<file path="src/jlpo_defines.vh">
// register offsets, field positions, reset values and defaults for the
// upper-lane link parameter override bank; include once per design file
`ifndef JLPO_DEFINES_VH
`define JLPO_DEFINES_VH

// ********************************
// register indices (byte address = 4 x index)
// ********************************
`define JLPO_IDX_MF_PRESET      8'h78
`define JLPO_IDX_OVR_EN         8'h86
`define JLPO_IDX_SUM56          8'h87
`define JLPO_IDX_SUM78          8'h88
`define JLPO_IDX_IDENT56        8'h89
`define JLPO_IDX_IDENT78        8'h8A

// ********************************
// field positions
// ********************************
`define JLPO_MF_APPLY_BIT       15
`define JLPO_MF_VALUE_HI        14
`define JLPO_MF_VALUE_LO        10
`define JLPO_L5_IDENT_EN_BIT    15
`define JLPO_L6_IDENT_EN_BIT    14
`define JLPO_L7_IDENT_EN_BIT    13
`define JLPO_L8_IDENT_EN_BIT    12
`define JLPO_L5_SUM_EN_BIT      11
`define JLPO_L6_SUM_EN_BIT      10
`define JLPO_L7_SUM_EN_BIT      9
`define JLPO_L8_SUM_EN_BIT      8

// ********************************
// reset values and lane defaults
// ********************************
`define JLPO_REG_RESET          16'h0000
`define JLPO_L5_DEF_IDENT       5'h05
`define JLPO_L6_DEF_IDENT       5'h06
`define JLPO_L7_DEF_IDENT       5'h07
`define JLPO_L8_DEF_IDENT       5'h08
`define JLPO_MF_DEF_INIT        5'h00

// ********************************
// register bus answer
// ********************************
`define JLPO_WAIT_CYCLES        1

`endif

</file>
<file path="src/jlpo_regs.v">
// upper-lane link parameter override register bank with APB slave
// assumes one 125 MHz clock, APB master in the same domain, and a lane
// framer that consumes the selected identifiers and checksums
//
// Behaviour
// - apply bit clear: counter runs default; set: counter loads the preset
// - five-bit preset field is the counter start value
// - lane 5 ident default 00101, else ident register 5/6 bits 12-8
// - lane 6 ident default 00110, else ident register 5/6 bits 4-0
// - lane 7 ident default 00111, else ident register 7/8 bits 12-8
// - lane 8 ident default 01000, else ident register 7/8 bits 4-0
// - lane 5 sum computed, or forced from checksum register 5/6 upper byte
// - lanes 6-8 sum computed, or forced from the matching software byte
// - checksum register 5/6: lane 5 upper byte, lane 6 lower byte
// - checksum register 7/8: lane 7 upper byte, lane 8 lower byte
// - ident register 5/6: lane 5 in bits 12-8, lane 6 in 4-0
// - every field read/write, zero after reset
// - ident register 7/8: lane 7 in bits 12-8, lane 8 in 4-0
`timescale 1ns/100ps
`include "jlpo_defines.vh"

module jlpo_regs #(
	parameter ADDR_W = 12
) (
	// clock, enable, reset
	input  wire              clk,
	input  wire              clk_en,
	input  wire              resetn,
	// apb slave
	input  wire [ADDR_W-1:0] paddr,
	input  wire              psel,
	input  wire              penable,
	input  wire              pwrite,
	input  wire [31:0]       pwdata,
	input  wire [3:0]        pstrb,
	output reg  [31:0]       prdata,
	output reg               pready,
	output reg               pslverr,
	// write select from the serial link control register
	input  wire              serial_link_write_select,
	// multiframe counter control
	output reg               multiframe_preset_apply,
	output reg  [4:0]        multiframe_preset_value,
	// device-computed checksums
	input  wire [7:0]        lane5_calc_sum,
	input  wire [7:0]        lane6_calc_sum,
	input  wire [7:0]        lane7_calc_sum,
	input  wire [7:0]        lane8_calc_sum,
	// selected alignment configuration fields
	output reg  [4:0]        lane5_ident,
	output reg  [4:0]        lane6_ident,
	output reg  [4:0]        lane7_ident,
	output reg  [4:0]        lane8_ident,
	output reg  [7:0]        lane5_sum,
	output reg  [7:0]        lane6_sum,
	output reg  [7:0]        lane7_sum,
	output reg  [7:0]        lane8_sum,
	// write select as seen by the lanes, registered one cycle late
	output reg               override_valid
);

	// ********************************
	// reset release
	// ********************************
	reg  rst_meta_ff;
	reg  rst_sync_ff;
	wire rst_n = rst_sync_ff;

	always @(posedge clk or negedge resetn) begin
		if (!resetn) begin
			rst_meta_ff <= 1'b0;
			rst_sync_ff <= 1'b0;
		end else begin
			rst_meta_ff <= 1'b1;
			rst_sync_ff <= rst_meta_ff;
		end
	end

	// ********************************
	// helpers
	// ********************************
	function [15:0] merge_lanes;
		input [15:0] old_val;
		input [31:0] wdata;
		input [3:0]  strb;
		begin
			merge_lanes[7:0]  = strb[0] ? wdata[7:0]  : old_val[7:0];
			merge_lanes[15:8] = strb[1] ? wdata[15:8] : old_val[15:8];
		end
	endfunction

	function [4:0] pick_ident;
		input       en;
		input [4:0] forced;
		input [4:0] dflt;
		begin
			pick_ident = en ? forced : dflt;
		end
	endfunction

	function [7:0] pick_sum;
		input       en;
		input [7:0] forced;
		input [7:0] calc;
		begin
			pick_sum = en ? forced : calc;
		end
	endfunction

	// ********************************
	// register storage
	// ********************************
	reg [15:0] mf_preset_ff;
	reg [15:0] ovr_en_ff;
	reg [15:0] sum56_ff;
	reg [15:0] sum78_ff;
	reg [15:0] ident56_ff;
	reg [15:0] ident78_ff;

	// word index; low two address bits are the byte within the word
	wire [ADDR_W-3:0] widx     = paddr[ADDR_W-1:2];
	wire              hit_mf   = (widx == `JLPO_IDX_MF_PRESET);
	wire              hit_en   = (widx == `JLPO_IDX_OVR_EN);
	wire              hit_s56  = (widx == `JLPO_IDX_SUM56);
	wire              hit_s78  = (widx == `JLPO_IDX_SUM78);
	wire              hit_i56  = (widx == `JLPO_IDX_IDENT56);
	wire              hit_i78  = (widx == `JLPO_IDX_IDENT78);
	wire              hit_any  = hit_mf | hit_en | hit_s56 | hit_s78 | hit_i56 | hit_i78;
	// one wait state: answer in the second access cycle
	wire              acc      = psel & penable & ~pready;
	wire              wr_done  = acc & pwrite & hit_any;

	always @(posedge clk or negedge rst_n) begin
		if (!rst_n) begin
			mf_preset_ff <= `JLPO_REG_RESET;
			ovr_en_ff    <= `JLPO_REG_RESET;
			sum56_ff     <= `JLPO_REG_RESET;
			sum78_ff     <= `JLPO_REG_RESET;
			ident56_ff   <= `JLPO_REG_RESET;
			ident78_ff   <= `JLPO_REG_RESET;
		end else if (clk_en && wr_done) begin
			// reserved bits are stored as written so reads echo them back
			if (hit_mf)
				mf_preset_ff <= merge_lanes(mf_preset_ff, pwdata, pstrb);
			if (hit_en)
				ovr_en_ff <= merge_lanes(ovr_en_ff, pwdata, pstrb);
			if (hit_s56)
				sum56_ff <= merge_lanes(sum56_ff, pwdata, pstrb);
			if (hit_s78)
				sum78_ff <= merge_lanes(sum78_ff, pwdata, pstrb);
			if (hit_i56)
				ident56_ff <= merge_lanes(ident56_ff, pwdata, pstrb);
			if (hit_i78)
				ident78_ff <= merge_lanes(ident78_ff, pwdata, pstrb);
		end
	end

	// ********************************
	// bus answer
	// ********************************
	reg [15:0] rd_word;

	always @* begin
		rd_word = 16'h0000;
		case (1'b1)
			hit_mf:  rd_word = mf_preset_ff;
			hit_en:  rd_word = ovr_en_ff;
			hit_s56: rd_word = sum56_ff;
			hit_s78: rd_word = sum78_ff;
			hit_i56: rd_word = ident56_ff;
			hit_i78: rd_word = ident78_ff;
			default: rd_word = 16'h0000;
		endcase
	end

	always @(posedge clk or negedge rst_n) begin
		if (!rst_n) begin
			prdata  <= 32'h00000000;
			pready  <= 1'b0;
			pslverr <= 1'b0;
		end else if (clk_en) begin
			pready  <= acc;
			pslverr <= acc & ~hit_any;
			prdata  <= (acc && !pwrite) ? {16'h0000, rd_word} : 32'h00000000;
		end
	end

	// ********************************
	// lane field selection
	// ********************************
	// the enables only act while the write select is high; otherwise all
	// lanes fall back to default idents and computed sums rather than half-written overrides
	wire en_ok = serial_link_write_select;
	wire id5_en = en_ok & ovr_en_ff[`JLPO_L5_IDENT_EN_BIT];
	wire id6_en = en_ok & ovr_en_ff[`JLPO_L6_IDENT_EN_BIT];
	wire id7_en = en_ok & ovr_en_ff[`JLPO_L7_IDENT_EN_BIT];
	wire id8_en = en_ok & ovr_en_ff[`JLPO_L8_IDENT_EN_BIT];
	wire s5_en  = en_ok & ovr_en_ff[`JLPO_L5_SUM_EN_BIT];
	wire s6_en  = en_ok & ovr_en_ff[`JLPO_L6_SUM_EN_BIT];
	wire s7_en  = en_ok & ovr_en_ff[`JLPO_L7_SUM_EN_BIT];
	wire s8_en  = en_ok & ovr_en_ff[`JLPO_L8_SUM_EN_BIT];

	always @(posedge clk or negedge rst_n) begin
		if (!rst_n) begin
			multiframe_preset_apply <= 1'b0;
			multiframe_preset_value <= `JLPO_MF_DEF_INIT;
			lane5_ident             <= `JLPO_L5_DEF_IDENT;
			lane6_ident             <= `JLPO_L6_DEF_IDENT;
			lane7_ident             <= `JLPO_L7_DEF_IDENT;
			lane8_ident             <= `JLPO_L8_DEF_IDENT;
			lane5_sum               <= 8'h00;
			lane6_sum               <= 8'h00;
			lane7_sum               <= 8'h00;
			lane8_sum               <= 8'h00;
			override_valid          <= 1'b0;
		end else if (clk_en) begin
			multiframe_preset_apply <= mf_preset_ff[`JLPO_MF_APPLY_BIT];
			// default start value unless the preset is applied
			multiframe_preset_value <= mf_preset_ff[`JLPO_MF_APPLY_BIT]
				? mf_preset_ff[`JLPO_MF_VALUE_HI:`JLPO_MF_VALUE_LO]
				: `JLPO_MF_DEF_INIT;
			lane5_ident <= pick_ident(id5_en, ident56_ff[12:8], `JLPO_L5_DEF_IDENT);
			lane6_ident <= pick_ident(id6_en, ident56_ff[4:0], `JLPO_L6_DEF_IDENT);
			lane7_ident <= pick_ident(id7_en, ident78_ff[12:8], `JLPO_L7_DEF_IDENT);
			lane8_ident <= pick_ident(id8_en, ident78_ff[4:0], `JLPO_L8_DEF_IDENT);
			lane5_sum   <= pick_sum(s5_en, sum56_ff[15:8], lane5_calc_sum);
			lane6_sum   <= pick_sum(s6_en, sum56_ff[7:0], lane6_calc_sum);
			lane7_sum   <= pick_sum(s7_en, sum78_ff[15:8], lane7_calc_sum);
			lane8_sum   <= pick_sum(s8_en, sum78_ff[7:0], lane8_calc_sum);
			// outputs above feed the alignment configuration data directly
			override_valid <= en_ok;
		end
	end

endmodule

</file>
<file path="config.mk">
export PLATFORM = sky130hd
export DESIGN_NAME = jlpo_regs
export DESIGN_NICKNAME = d
export VERILOG_FILES = /design/src/jlpo_regs.v
export VERILOG_INCLUDE_DIRS = /design/src
export SDC_FILE = /design/constraint.sdc
export NUM_CORES = 1
export LEC_CHECK = 0
export BUFFER_PORTS_ARGS = -buffer_cell sky130_fd_sc_hd__clkbuf_2
export CAP_MARGIN = 20
export CORE_UTILIZATION = 25
export DETAILED_ROUTE_END_ITERATION = 8
export GPL_TIMING_DRIVEN = 0
export PLACE_DENSITY = 0.48
export SYNTH_ARGS = -nofsm -noshare
export SYNTH_HDL_FRONTEND = slang
export SYNTH_SLANG_ARGS = --single-unit
export TNS_END_PERCENT = 100
</file>
<file path="constraint.sdc">
create_clock -name clk -period 5.63 [get_ports clk]
set_clock_uncertainty 0.1 [all_clocks]
set_input_delay 0.8445 -clock clk [delete_from_list [all_inputs] [get_ports clk]]
set_output_delay 0.8445 -clock clk [all_outputs]
set_load 0.01 [all_outputs]
</file>
==> flow_metrics.py, run 1 <==
metrics = {
    "status": {
        "outcome": "finished clean",
    },
    "pwr": {
        "p_leak_nw": 5.08,
        "peakVddDrop_uv": 212,
        "powerDensity_nw_per_um2": 259,
    },
    "cts": {
        "cts_setup_buffers": 0,
        "cts-root-buf": "clkbuf_16",
        "cts-resized-gates": 0,
        "clock_sinks": 175,
        "cts_tree": "done",
        "holdBufCountCts": 0,
        "clk_path_buf_depth": 2,
        "insertion_delay_ns": 0.45,
        "h-tree-depth": 4,
        "path_clk_slew_ns": 0.08,
        "cts_buffers": 17,
    },
    "timing": {
        "tns_ns": 0,
        "period_needed_ns": 2.94,
        "hold_slack_ns": 0.0679,
        "rsz0062_at_grt": "no",
        "hold_viol": 0,
        "slew_violations": 0,
        "relSlewSlack": 0.380,
        "fmax_mhz": 340,
        "setup_violations": 0,
        "fin_crit_sh": 0.522,
        "worst_pin_slew_ns": 0.928,
    },
    "setup_path": {
        "required_ns": 5.83,
        "arrival_ns": 3.14,
        "crit_type": "primary input to flop",
        "crit_fanout": 10,
        "r2r_end": "ovr_en_ff[3]",
        "endpoint_kind": "flop",
        "rr_startpoint": "pready",
        "critPathLaunchType": "primary input",
        "reg2reg_slack_ns": 3.27,
        "r2r.worst_path.cells": 5,
    },
    "place": {
        "dp_hpwl_um": 21900,
        "gp_congestion": 0.833,
        "placed_cells": 1384,
        "io_buffers": 139,
    },
    "synthesis": {
        "synth.lib_cells_used.distinct": 43,
        "ys_dominant_reg_cell": "dfrtp_1",
        "yosysWarnings": 0,
        "netlist_instances": 779,
        "synth-seq-cells": 175,
        "synth_area_um2": 8690,
        "async_flop_share": 1.00,
        "synth-edff-count": 0,
        "synth-seq-area-share": 0.505,
        "avgSynthCellArea_um2": 11.2,
    },
    "finish": {
        "mostFrequentLayoutCell": "dfrtp_1",
        "final_cells": 1418,
        "final_util": 0.316,
        "nFillCells": 3531,
        "layout.nets": 1042,
        "final_cell_mix": "dfrtp_1 (166), clkbuf_2 (139), nand2_1 (70)",
        "synthToLayoutAreaGrowth_pct": 23.1,
        "drive_gt1_frac": 0.276,
    },
    "job": {
        "cap_violations": 0,
    },
    "grt": {
        "grt_usage": 0.167,
        "grt_pass1_vias": 6788,
        "grt_pass1_wl_um": 43800,
        "grt_overflow": 0,
        "grt_max_degree": 67,
        "antenna_found_initial": 0,
    },
    "floorplan": {
        "initial_core_util": 0.257,
        "die_x_um": 188,
        "die_h_um": 188,
        "ios": 180,
        "fp-row-count": 67,
        "fp.coreArea_um2": 33900,
        "die_area_um2": 35500,
    },
    "route": {
        "ant_nets": 0,
        "wl_per_cell_um": 20.4,
        "drc": 0,
        "viasPerCell": 4.68,
        "num_vias": 6636,
        "routed_wl_um": 28900,
        "drtPass1Iterations": 6,
        "drt_iter0_drc": 286,
    },
    "worst_hold_path": {
        "min_path_type": "primary input to async pin",
    },
}
==> metrics by stage <==
| step | setup slack [ns] | power (W) | instance area [um^2] |
|---|---|---|---|
| finish | 2.69 | 0.00277 | 10700 |
| detailed placement | 2.24 | 0.00155 | 10100 |
| CTS | 2.70 | 0.00280 | 10700 |
| global placement | -2.20 | 0.00154 | 10000 |
| floorplan | 0.307 | 0.00143 | 8750 |
| global route | 2.53 | 0.00288 | 10700 |
==> how the worst max path moves through the flow <==
| stage | from | end | slack (ns) |
|---|---|---|---|
| after detailed placement | paddr[11] | prdata[12] | 2.24 |
| after floorplan | rst_n | ident56_ff[0] | 0.31 |
| after CTS | paddr[11] | prdata[13] | 2.70 |
| final | paddr[11] | prdata[5] | 2.69 |
| after global routing | paddr[11] | prdata[13] | 2.53 |
| after global placement | rst_n | lane8_sum[1] | -2.20 |
==> power breakdown <==
group | switching [W] | internal, W
clock | 0.000604 | 0.000646
combinational | 0.000146 | 0.0000736
sequential | 0.0000185 | 0.00128
==> layer usage <==
metal / wire (um) / track usage / share of wire
met5: 0 / 0 / 0
met1: 13800 / 0.232 / 0.48
met4: 518 / 0.0502 / 0.018
met3: 1450 / 0.0359 / 0.050
met2: 13100 / 0.257 / 0.45
==> sequential cells by signal (all words and copies together), names as in the netlist <==
signal                   flops
ident56_ff                  16
ident78_ff                  16
mf_preset_ff                16
ovr_en_ff                   16
prdata                      16
sum56_ff                    16
sum78_ff                    16
lane5_sum                    8
lane6_sum                    8
lane7_sum                    8
lane8_sum                    8
lane5_ident                  5
lane6_ident                  5
lane7_ident                  5
lane8_ident                  5
multiframe_preset_value      5
multiframe_preset_apply      1
override_valid               1
pready                       1
pslverr                      1
rst_meta_ff                  1
rst_n                        1
==> cell type report <==
cell class,count,area (um^2),share of cell area
antenna,2,5.00,0.000468
multi-input combinational,526,3940,0.368
tap,448,561,0.0524
sequential,175,4390,0.411
inverter,23,86.3,0.00807
clock buffer,17,425,0.0398
clock inverter,15,193,0.0180
buffer,70,334,0.0312
timing repair buffer,142,763,0.0713
==> critical path, cell delays in order <==
cell,delay (ns)
clkbuf_2,0.13
nor4b_2,0.76
clkbuf_1,0.51
buf_1,0.42
nand4b_1,0.20
o211ai_1,0.15
o211ai_1,0.12
==> cells in the mapped netlist, types with 2 or more instances <==
library cell	count	area [um^2]
nand2_1	70	263
dfstp_2	8	210
buf_4	16	120
nand4_2	2	25.0
dfrtp_1	167	4180
nor2_8	4	80.1
and4b_1	2	20.0
nor4_1	16	100
mux2_2	18	203
mux2i_1	32	320
o21ai_0	5	25.0
o2bb2ai_1	12	105
buf_1	8	30.0
mux2_4	24	360
and2_1	2	12.5
nor2_2	3	18.8
mux2_1	56	631
or4b_4	2	27.5
nand4b_1	17	149
nand3_4	2	35.0
inv_1	23	86.3
a21oi_1	57	285
and3_1	17	106
nand3_1	22	110
nand3b_1	32	240
nor2_1	51	191
nor4b_2	2	30.0
conb_1	2	7.51
clkbuf_1	42	158
o211ai_1	32	240
o311ai_0	16	140
buf_2	3	15.0
nor3_4	4	65.1
==> logic make-up after synthesis <==
logic type / share of synthesized area
compound gates: 0.0941
buf+inv: 0.0484
flops: 0.505
mux: 0.174
other cells: 0.000864
simple gates: 0.177
Note: power is estimated with default switching activity, not from simulation.
==> run 2: changes to the inputs <==
--- a/config.mk
+++ b/config.mk
@@ -6,12 +6,13 @@
 export SDC_FILE = /design/constraint.sdc
 export NUM_CORES = 1
 export LEC_CHECK = 0
+export ABC_AREA = 1
 export BUFFER_PORTS_ARGS = -buffer_cell sky130_fd_sc_hd__clkbuf_2
 export CAP_MARGIN = 20
 export CORE_UTILIZATION = 25
 export DETAILED_ROUTE_END_ITERATION = 8
 export GPL_TIMING_DRIVEN = 0
-export PLACE_DENSITY = 0.48
+export PLACE_DENSITY = 0.47
 export SYNTH_ARGS = -nofsm -noshare
 export SYNTH_HDL_FRONTEND = slang
 export SYNTH_SLANG_ARGS = --single-unit
==> constraint.sdc (replaced) <==
create_clock -name clk -period 2.98 [get_ports clk]
set_clock_uncertainty 0.1 [all_clocks]
set_input_delay 0.447 -clock clk [delete_from_list [all_inputs] [get_ports clk]]
set_output_delay 0.447 -clock clk [all_outputs]
set_load 0.01 [all_outputs]
==> run 2 against run 1 <==
Die area is 4.2% lower. Clock power grew 82%. First-iteration DRC count up 100%. Synthesized cell count rose by 30%. Non-clock buffer count down 21. Critical endpoint is now ovr_en_ff[0]. Global-route usage increased by 1.1 points. Hold slack got worse by 0.040 ns. Combinational power grew 76%. Highest routed layer unchanged. Area after synthesis down 4.2%.
==> flow_metrics.py, run 2 <==
metrics = {
    "route": {
        "ant_nets": 0,
        "dr.max_layer_used": "met4",
        "routed_wl_um": 29000,
        "wl_met1_um": 13200,
        "viasPerCell": 4.48,
        "met3RoutedLength_um": 1160,
        "wl_per_cell_um": 17.6,
        "drc": 0,
        "drt_iter0_drc": 582,
        "met2_length_um": 14200,
        "drtPass1Iterations": 5,
        "num_vias": 7383,
    },
    "setup_path": {
        "critPathLaunchType": "flop",
        "reg2reg_slack_ns": 0.83,
        "endpoint_kind": "flop",
        "crit_fanout": 10,
        "required_ns": 3.21,
        "crit_type": "flop to flop",
        "arrival_ns": 2.38,
        "r2r.worst_path.cells": 6,
    },
    "grt": {
        "grt_pass1_vias": 7462,
        "grt_max_degree": 64,
        "antenna_found_initial": 1,
        "grt_pass1_wl_um": 44300,
        "grt_overflow": 0,
        "grt_usage": 0.178,
    },
    "synthesis": {
        "ys_dominant_reg_cell": "dfrtp_1",
        "synth_area_um2": 8320,
        "yosysWarnings": 0,
        "yosysMostFrequentCell": "nand2_1",
        "netlist_instances": 1012,
        "synthTopCellsByArea": "dfrtp_1 (50%), nand2_1 (21%), a21oi_1 (5.2%)",
        "synth-seq-area-share": 0.527,
        "async_flop_share": 1.00,
        "synth.lib_cells_used.distinct": 31,
        "synthTopCellsByCount": "nand2_1 (461), dfrtp_1 (167), a21oi_1 (87), nor2_1 (76), nand4_1 (36)",
        "avgSynthCellArea_um2": 8.22,
        "synth-edff-count": 0,
        "yosysTopAreaCellShare": 0.502,
        "yosysTopAreaCell": "dfrtp_1",
        "synth-seq-cells": 175,
    },
    "timing": {
        "rsz0062_at_grt": "no",
        "period_needed_ns": 2.15,
        "slew_violations": 0,
        "relSlewSlack": 0.378,
        "fin_crit_sh": 0.723,
        "tns_ns": 0,
        "hold_viol": 0,
        "fmax_mhz": 464,
        "worst_pin_slew_ns": 0.932,
        "setup_violations": 0,
    },
    "worst_hold_path": {
        "min_path_type": "flop to async pin",
    },
    "finish": {
        "final_util": 0.316,
        "mostFrequentLayoutCell": "nand2_1",
        "synthToLayoutAreaGrowth_pct": 23.9,
        "finalInstanceArea_um2": 10300,
        "drive_gt1_frac": 0.214,
        "layout.nets": 1278,
        "final_cell_mix": "nand2_1 (461), dfrtp_1 (166), clkbuf_2 (141)",
    },
    "cts": {
        "clock_sinks": 175,
        "h-tree-depth": 4,
        "path_clk_slew_ns": 0.07,
        "clk_path_buf_depth": 2,
        "cts_tree": "done",
        "cts_setup_buffers": 0,
        "insertion_delay_ns": 0.45,
        "cts_buffers": 17,
        "cts-root-buf": "clkbuf_16",
    },
    "floorplan": {
        "die_h_um": 184,
        "die_x_um": 184,
        "initial_core_util": 0.255,
        "fp.coreArea_um2": 32600,
        "die_area_um2": 34000,
        "ios": 180,
        "fp-row-count": 66,
    },
    "place": {
        "dp_hpwl_um": 22200,
        "gp_congestion": 0.860,
        "io_buffers": 141,
        "place_area_um2": 9720,
    },
    "status": {
        "outcome": "finished clean",
    },
    "pwr": {
        "peakVddDrop_uv": 375,
        "powerDensity_nw_per_um2": 495,
        "p_leak_nw": 5.34,
        "power.total_w": 0.00511,
    },
    "job": {
        "cap_violations": 0,
    },
}
run 2: timing repair:
| action | 4_1_cts | 5_1_grt |
|---|---|---|
| hold buffers | 1 | 0 |
| endpoints found under the hold margin | 2 | 0 |
| gates resized for setup | 0 | 0 |
run 2: final timing paths:
check                                   from        endpoint
min in group clk           lane7_calc_sum[5]    lane7_sum[5]
setup reg to reg                      pready    ovr_en_ff[0]
setup / recovery                      pready    ovr_en_ff[0]
hold reg to reg                        rst_n    lane8_sum[1]
hold / removal                         rst_n    lane8_sum[1]
max in group asynchronous              rst_n  lane5_ident[2]
run 2: power breakdown:
part           internal (W)  switching, W  total (W)
clock network       0.00119       0.00109    0.00227
registers           0.00242     0.0000258    0.00244
logic              0.000124      0.000264   0.000388
run 2: layout make-up:
class                           instances  area [um^2]
Clock inverter                         14          148
Clock buffer                           18          429
Inverter                               35          131
Tap cell                              442          553
Multi-Input combinational cell        771         3600
Fill cell                            3557        22300
Sequential cell                       175         4390
Timing Repair Buffer                  145          798
Antenna cell                            1         2.50
Buffer                                 46          263
run 2: worst max-delay path, stage by stage, from the launching register on:
cell and delay [ns]:
dfrtp_1 0.38, inv_1 0.08, nand3_1 0.13, nor2_2 0.73
nand4_2 0.40, nand2_1 0.15, nand2_1 0.06
run 2: stage by stage:
step                      hold WS, ns  cells  setup slack (ns)
after floorplan                0.0514   1027              1.08
after global placement          0.135   1610             0.227
after detailed placement       0.0245   1613             0.446
after CTS                      0.0303   1646             0.771
after global routing           0.0336   1646             0.601
final                          0.0277   1647             0.826
run 2: routing by layer:
| layer | vias to the layer above | GRT usage |
|---|---|---|
| li1 | 3601 | - |
| met1 | 3603 | 0.230 |
| met2 | 153 | 0.301 |
| met3 | 26 | 0.0306 |
| met4 | 0 | 0.0530 |
| met5 | - | 0 |
run 2: cell families after synthesis:
logic type	share of synthesized area
compound gates	0.0785
buf+inv	0.0474
flops	0.527
other cells	0.000902
simple gates	0.346
==> run 3: changes to the inputs <==
--- a/config.mk
+++ b/config.mk
@@ -12,7 +12,7 @@
 export CORE_UTILIZATION = 25
 export DETAILED_ROUTE_END_ITERATION = 8
 export GPL_TIMING_DRIVEN = 0
-export PLACE_DENSITY = 0.47
+export PLACE_DENSITY = 0.48
 export SYNTH_ARGS = -nofsm -noshare
 export SYNTH_HDL_FRONTEND = slang
 export SYNTH_SLANG_ARGS = --single-unit
==> constraint.sdc (replaced) <==
create_clock -name clk -period 1.9 [get_ports clk]
set_clock_uncertainty 0.1 [all_clocks]
set_input_delay 0.285 -clock clk [delete_from_list [all_inputs] [get_ports clk]]
set_output_delay 0.285 -clock clk [all_outputs]
set_load 0.01 [all_outputs]
==> run 3 against run 2 <==
Die area stayed put. Routed wire length shrank 0.40%. Via count increased by 0.98%. Design area is 0.85% higher. Largest cell class unchanged. Sequential power is 58% higher. Clock power rose by 54%. Worst setup slack got worse by 0.73 ns. Hold slack worse by 0.015 ns. Non-clock buffer count grew 5. Utilization grew 0.27 points. Highest routed layer unchanged.
==> flow_metrics.py, run 3 (synthesis results as in run 2) <==
metrics = {
    "setup_path": {
        "arrival_ns": 2.09,
        "crit_type": "primary input to flop",
        "required_ns": 2.19,
        "critPathLaunchType": "primary input",
        "crit_fanout": 10,
        "endpoint_kind": "flop",
    },
    "place": {
        "io_buffers": 141,
        "place_area_um2": 9700,
        "gp_congestion": 0.904,
        "dp_hpwl_um": 22100,
    },
    "pwr": {
        "peakVddDrop_uv": 581,
        "p_leak_nw": 5.39,
        "powerDensity_nw_per_um2": 764,
    },
    "timing": {
        "setup_violations": 0,
        "period_needed_ns": 1.80,
        "rsz0062_at_grt": "no",
        "hold_viol": 0,
        "hold_slack_ns": 0.0125,
        "fin_crit_sh": 0.948,
        "relSlewSlack": 0.421,
        "fmax_mhz": 555,
        "worst_pin_slew_ns": 0.868,
        "slew_violations": 0,
    },
    "finish": {
        "synthToLayoutAreaGrowth_pct": 25.0,
        "final_cell_mix": "nand2_1 (458), dfrtp_1 (166), clkbuf_2 (144)",
        "finalInstanceArea_um2": 10400,
        "layout.nets": 1283,
        "final_util": 0.319,
        "nFillCells": 3525,
        "diodes": 0,
        "drive_gt1_frac": 0.227,
        "mostFrequentLayoutCell": "nand2_1",
    },
    "cts": {
        "h-tree-depth": 4,
        "cts_tree": "done",
        "clock_sinks": 175,
        "cts-root-buf": "clkbuf_16",
        "cts_buffers": 17,
        "path_clk_slew_ns": 0.08,
        "clk_path_buf_depth": 2,
        "insertion_delay_ns": 0.45,
    },
    "floorplan": {
        "initial_core_util": 0.255,
        "die_area_um2": 34000,
        "ios": 180,
        "fp-row-count": 66,
        "die_x_um": 184,
        "die_h_um": 184,
        "fp.coreArea_um2": 32600,
    },
    "route": {
        "drt_iter0_drc": 562,
        "drc": 0,
        "num_vias": 7455,
        "routed_wl_um": 28900,
        "ant_nets": 0,
        "viasPerCell": 4.52,
        "wl_per_cell_um": 17.5,
        "drtPass1Iterations": 5,
    },
    "job": {
        "cap_violations": 0,
    },
    "grt": {
        "grt_pass1_vias": 7380,
        "antenna_found_initial": 0,
        "grt_usage": 0.176,
        "grt_pass1_wl_um": 44000,
        "grt_max_degree": 68,
        "grt_overflow": 0,
    },
    "status": {
        "outcome": "finished clean",
    },
    "worst_hold_path": {
        "min_path_type": "primary input to flop",
    },
}
## run 3: per-stage QoR
step	TNS (ns)	total power (W)	instances	worst slack, ns
after floorplan	-0.0918	0.00420	1027	-0.000557
after global placement	-155.31	0.00449	1610	-0.814
after detailed placement	-24.18	0.00452	1612	-0.411
after CTS	0	0.00802	1646	0.00360
after global routing	0	0.00826	1651	0.0168
final	0	0.00795	1651	0.0991
## run 3: where the power goes
part | total, W | internal (W) | switching (W) | leakage, nW
Combinational | 0.000607 | 0.000203 | 0.000404 | 2.78
Clock | 0.00349 | 0.00175 | 0.00174 | 0.282
Sequential | 0.00385 | 0.00379 | 0.0000598 | 2.32
Total | 0.00795 | 0.00574 | 0.00221 | 5.39
## run 3: metal layers
metal,GRT usage,vias up,wire [um]
li1,-,3614,-
met4,0.0427,0,361
met3,0.0328,22,1330
met2,0.297,204,14200
met1,0.231,3615,13000
met5,0,-,0
## run 3: worst max-delay path, cell delays in order
cell and delay, ns:
clkbuf_2 0.13, nor2_1 0.17, nand2_2 0.14, inv_2 0.12, buf_4 0.17, nand4_1 0.28
nand2_1 0.16, nor2_1 0.05, o21ai_0 0.37, nand2_1 0.12, nand2_1 0.09
## run 3: layout make-up
| class | count | area, um^2 | area share |
|---|---|---|---|
| inverter | 35 | 131 | 0.0126 |
| clock inverter | 15 | 145 | 0.0140 |
| buffer | 46 | 267 | 0.0256 |
| timing repair buffer | 150 | 853 | 0.0820 |
| sequential | 175 | 4390 | 0.422 |
| tap | 442 | 553 | 0.0532 |
| multi-input combinational | 771 | 3630 | 0.349 |
| clock buffer | 17 | 425 | 0.0409 |
## run 3: what timing repair did
action | CTS | global route
gates resized for setup | 6 | 9
hold endpoints to repair | 2 | 0
hold buffers | 1 | 0
pin swaps | 6 | 10
setup endpoints to repair | 106 | 110
setup buffers | 1 | 5
## run 3: final timing paths
path / cells past startpoint / slack, ns / end / startpoint
max: 11 / 0.1 / prdata[14] / paddr[8]
min: 3 / 0.01 / lane7_sum[0] / lane7_calc_sum[0]
max reg2reg: 8 / 0.16 / prdata[7] / pready
min reg2reg: 0 / 0.25 / rst_n / rst_meta_ff
max in group asynchronous: 1 / 0.58 / lane7_ident[1] / rst_n
min in group asynchronous: 2 / 0.05 / rst_n / resetn
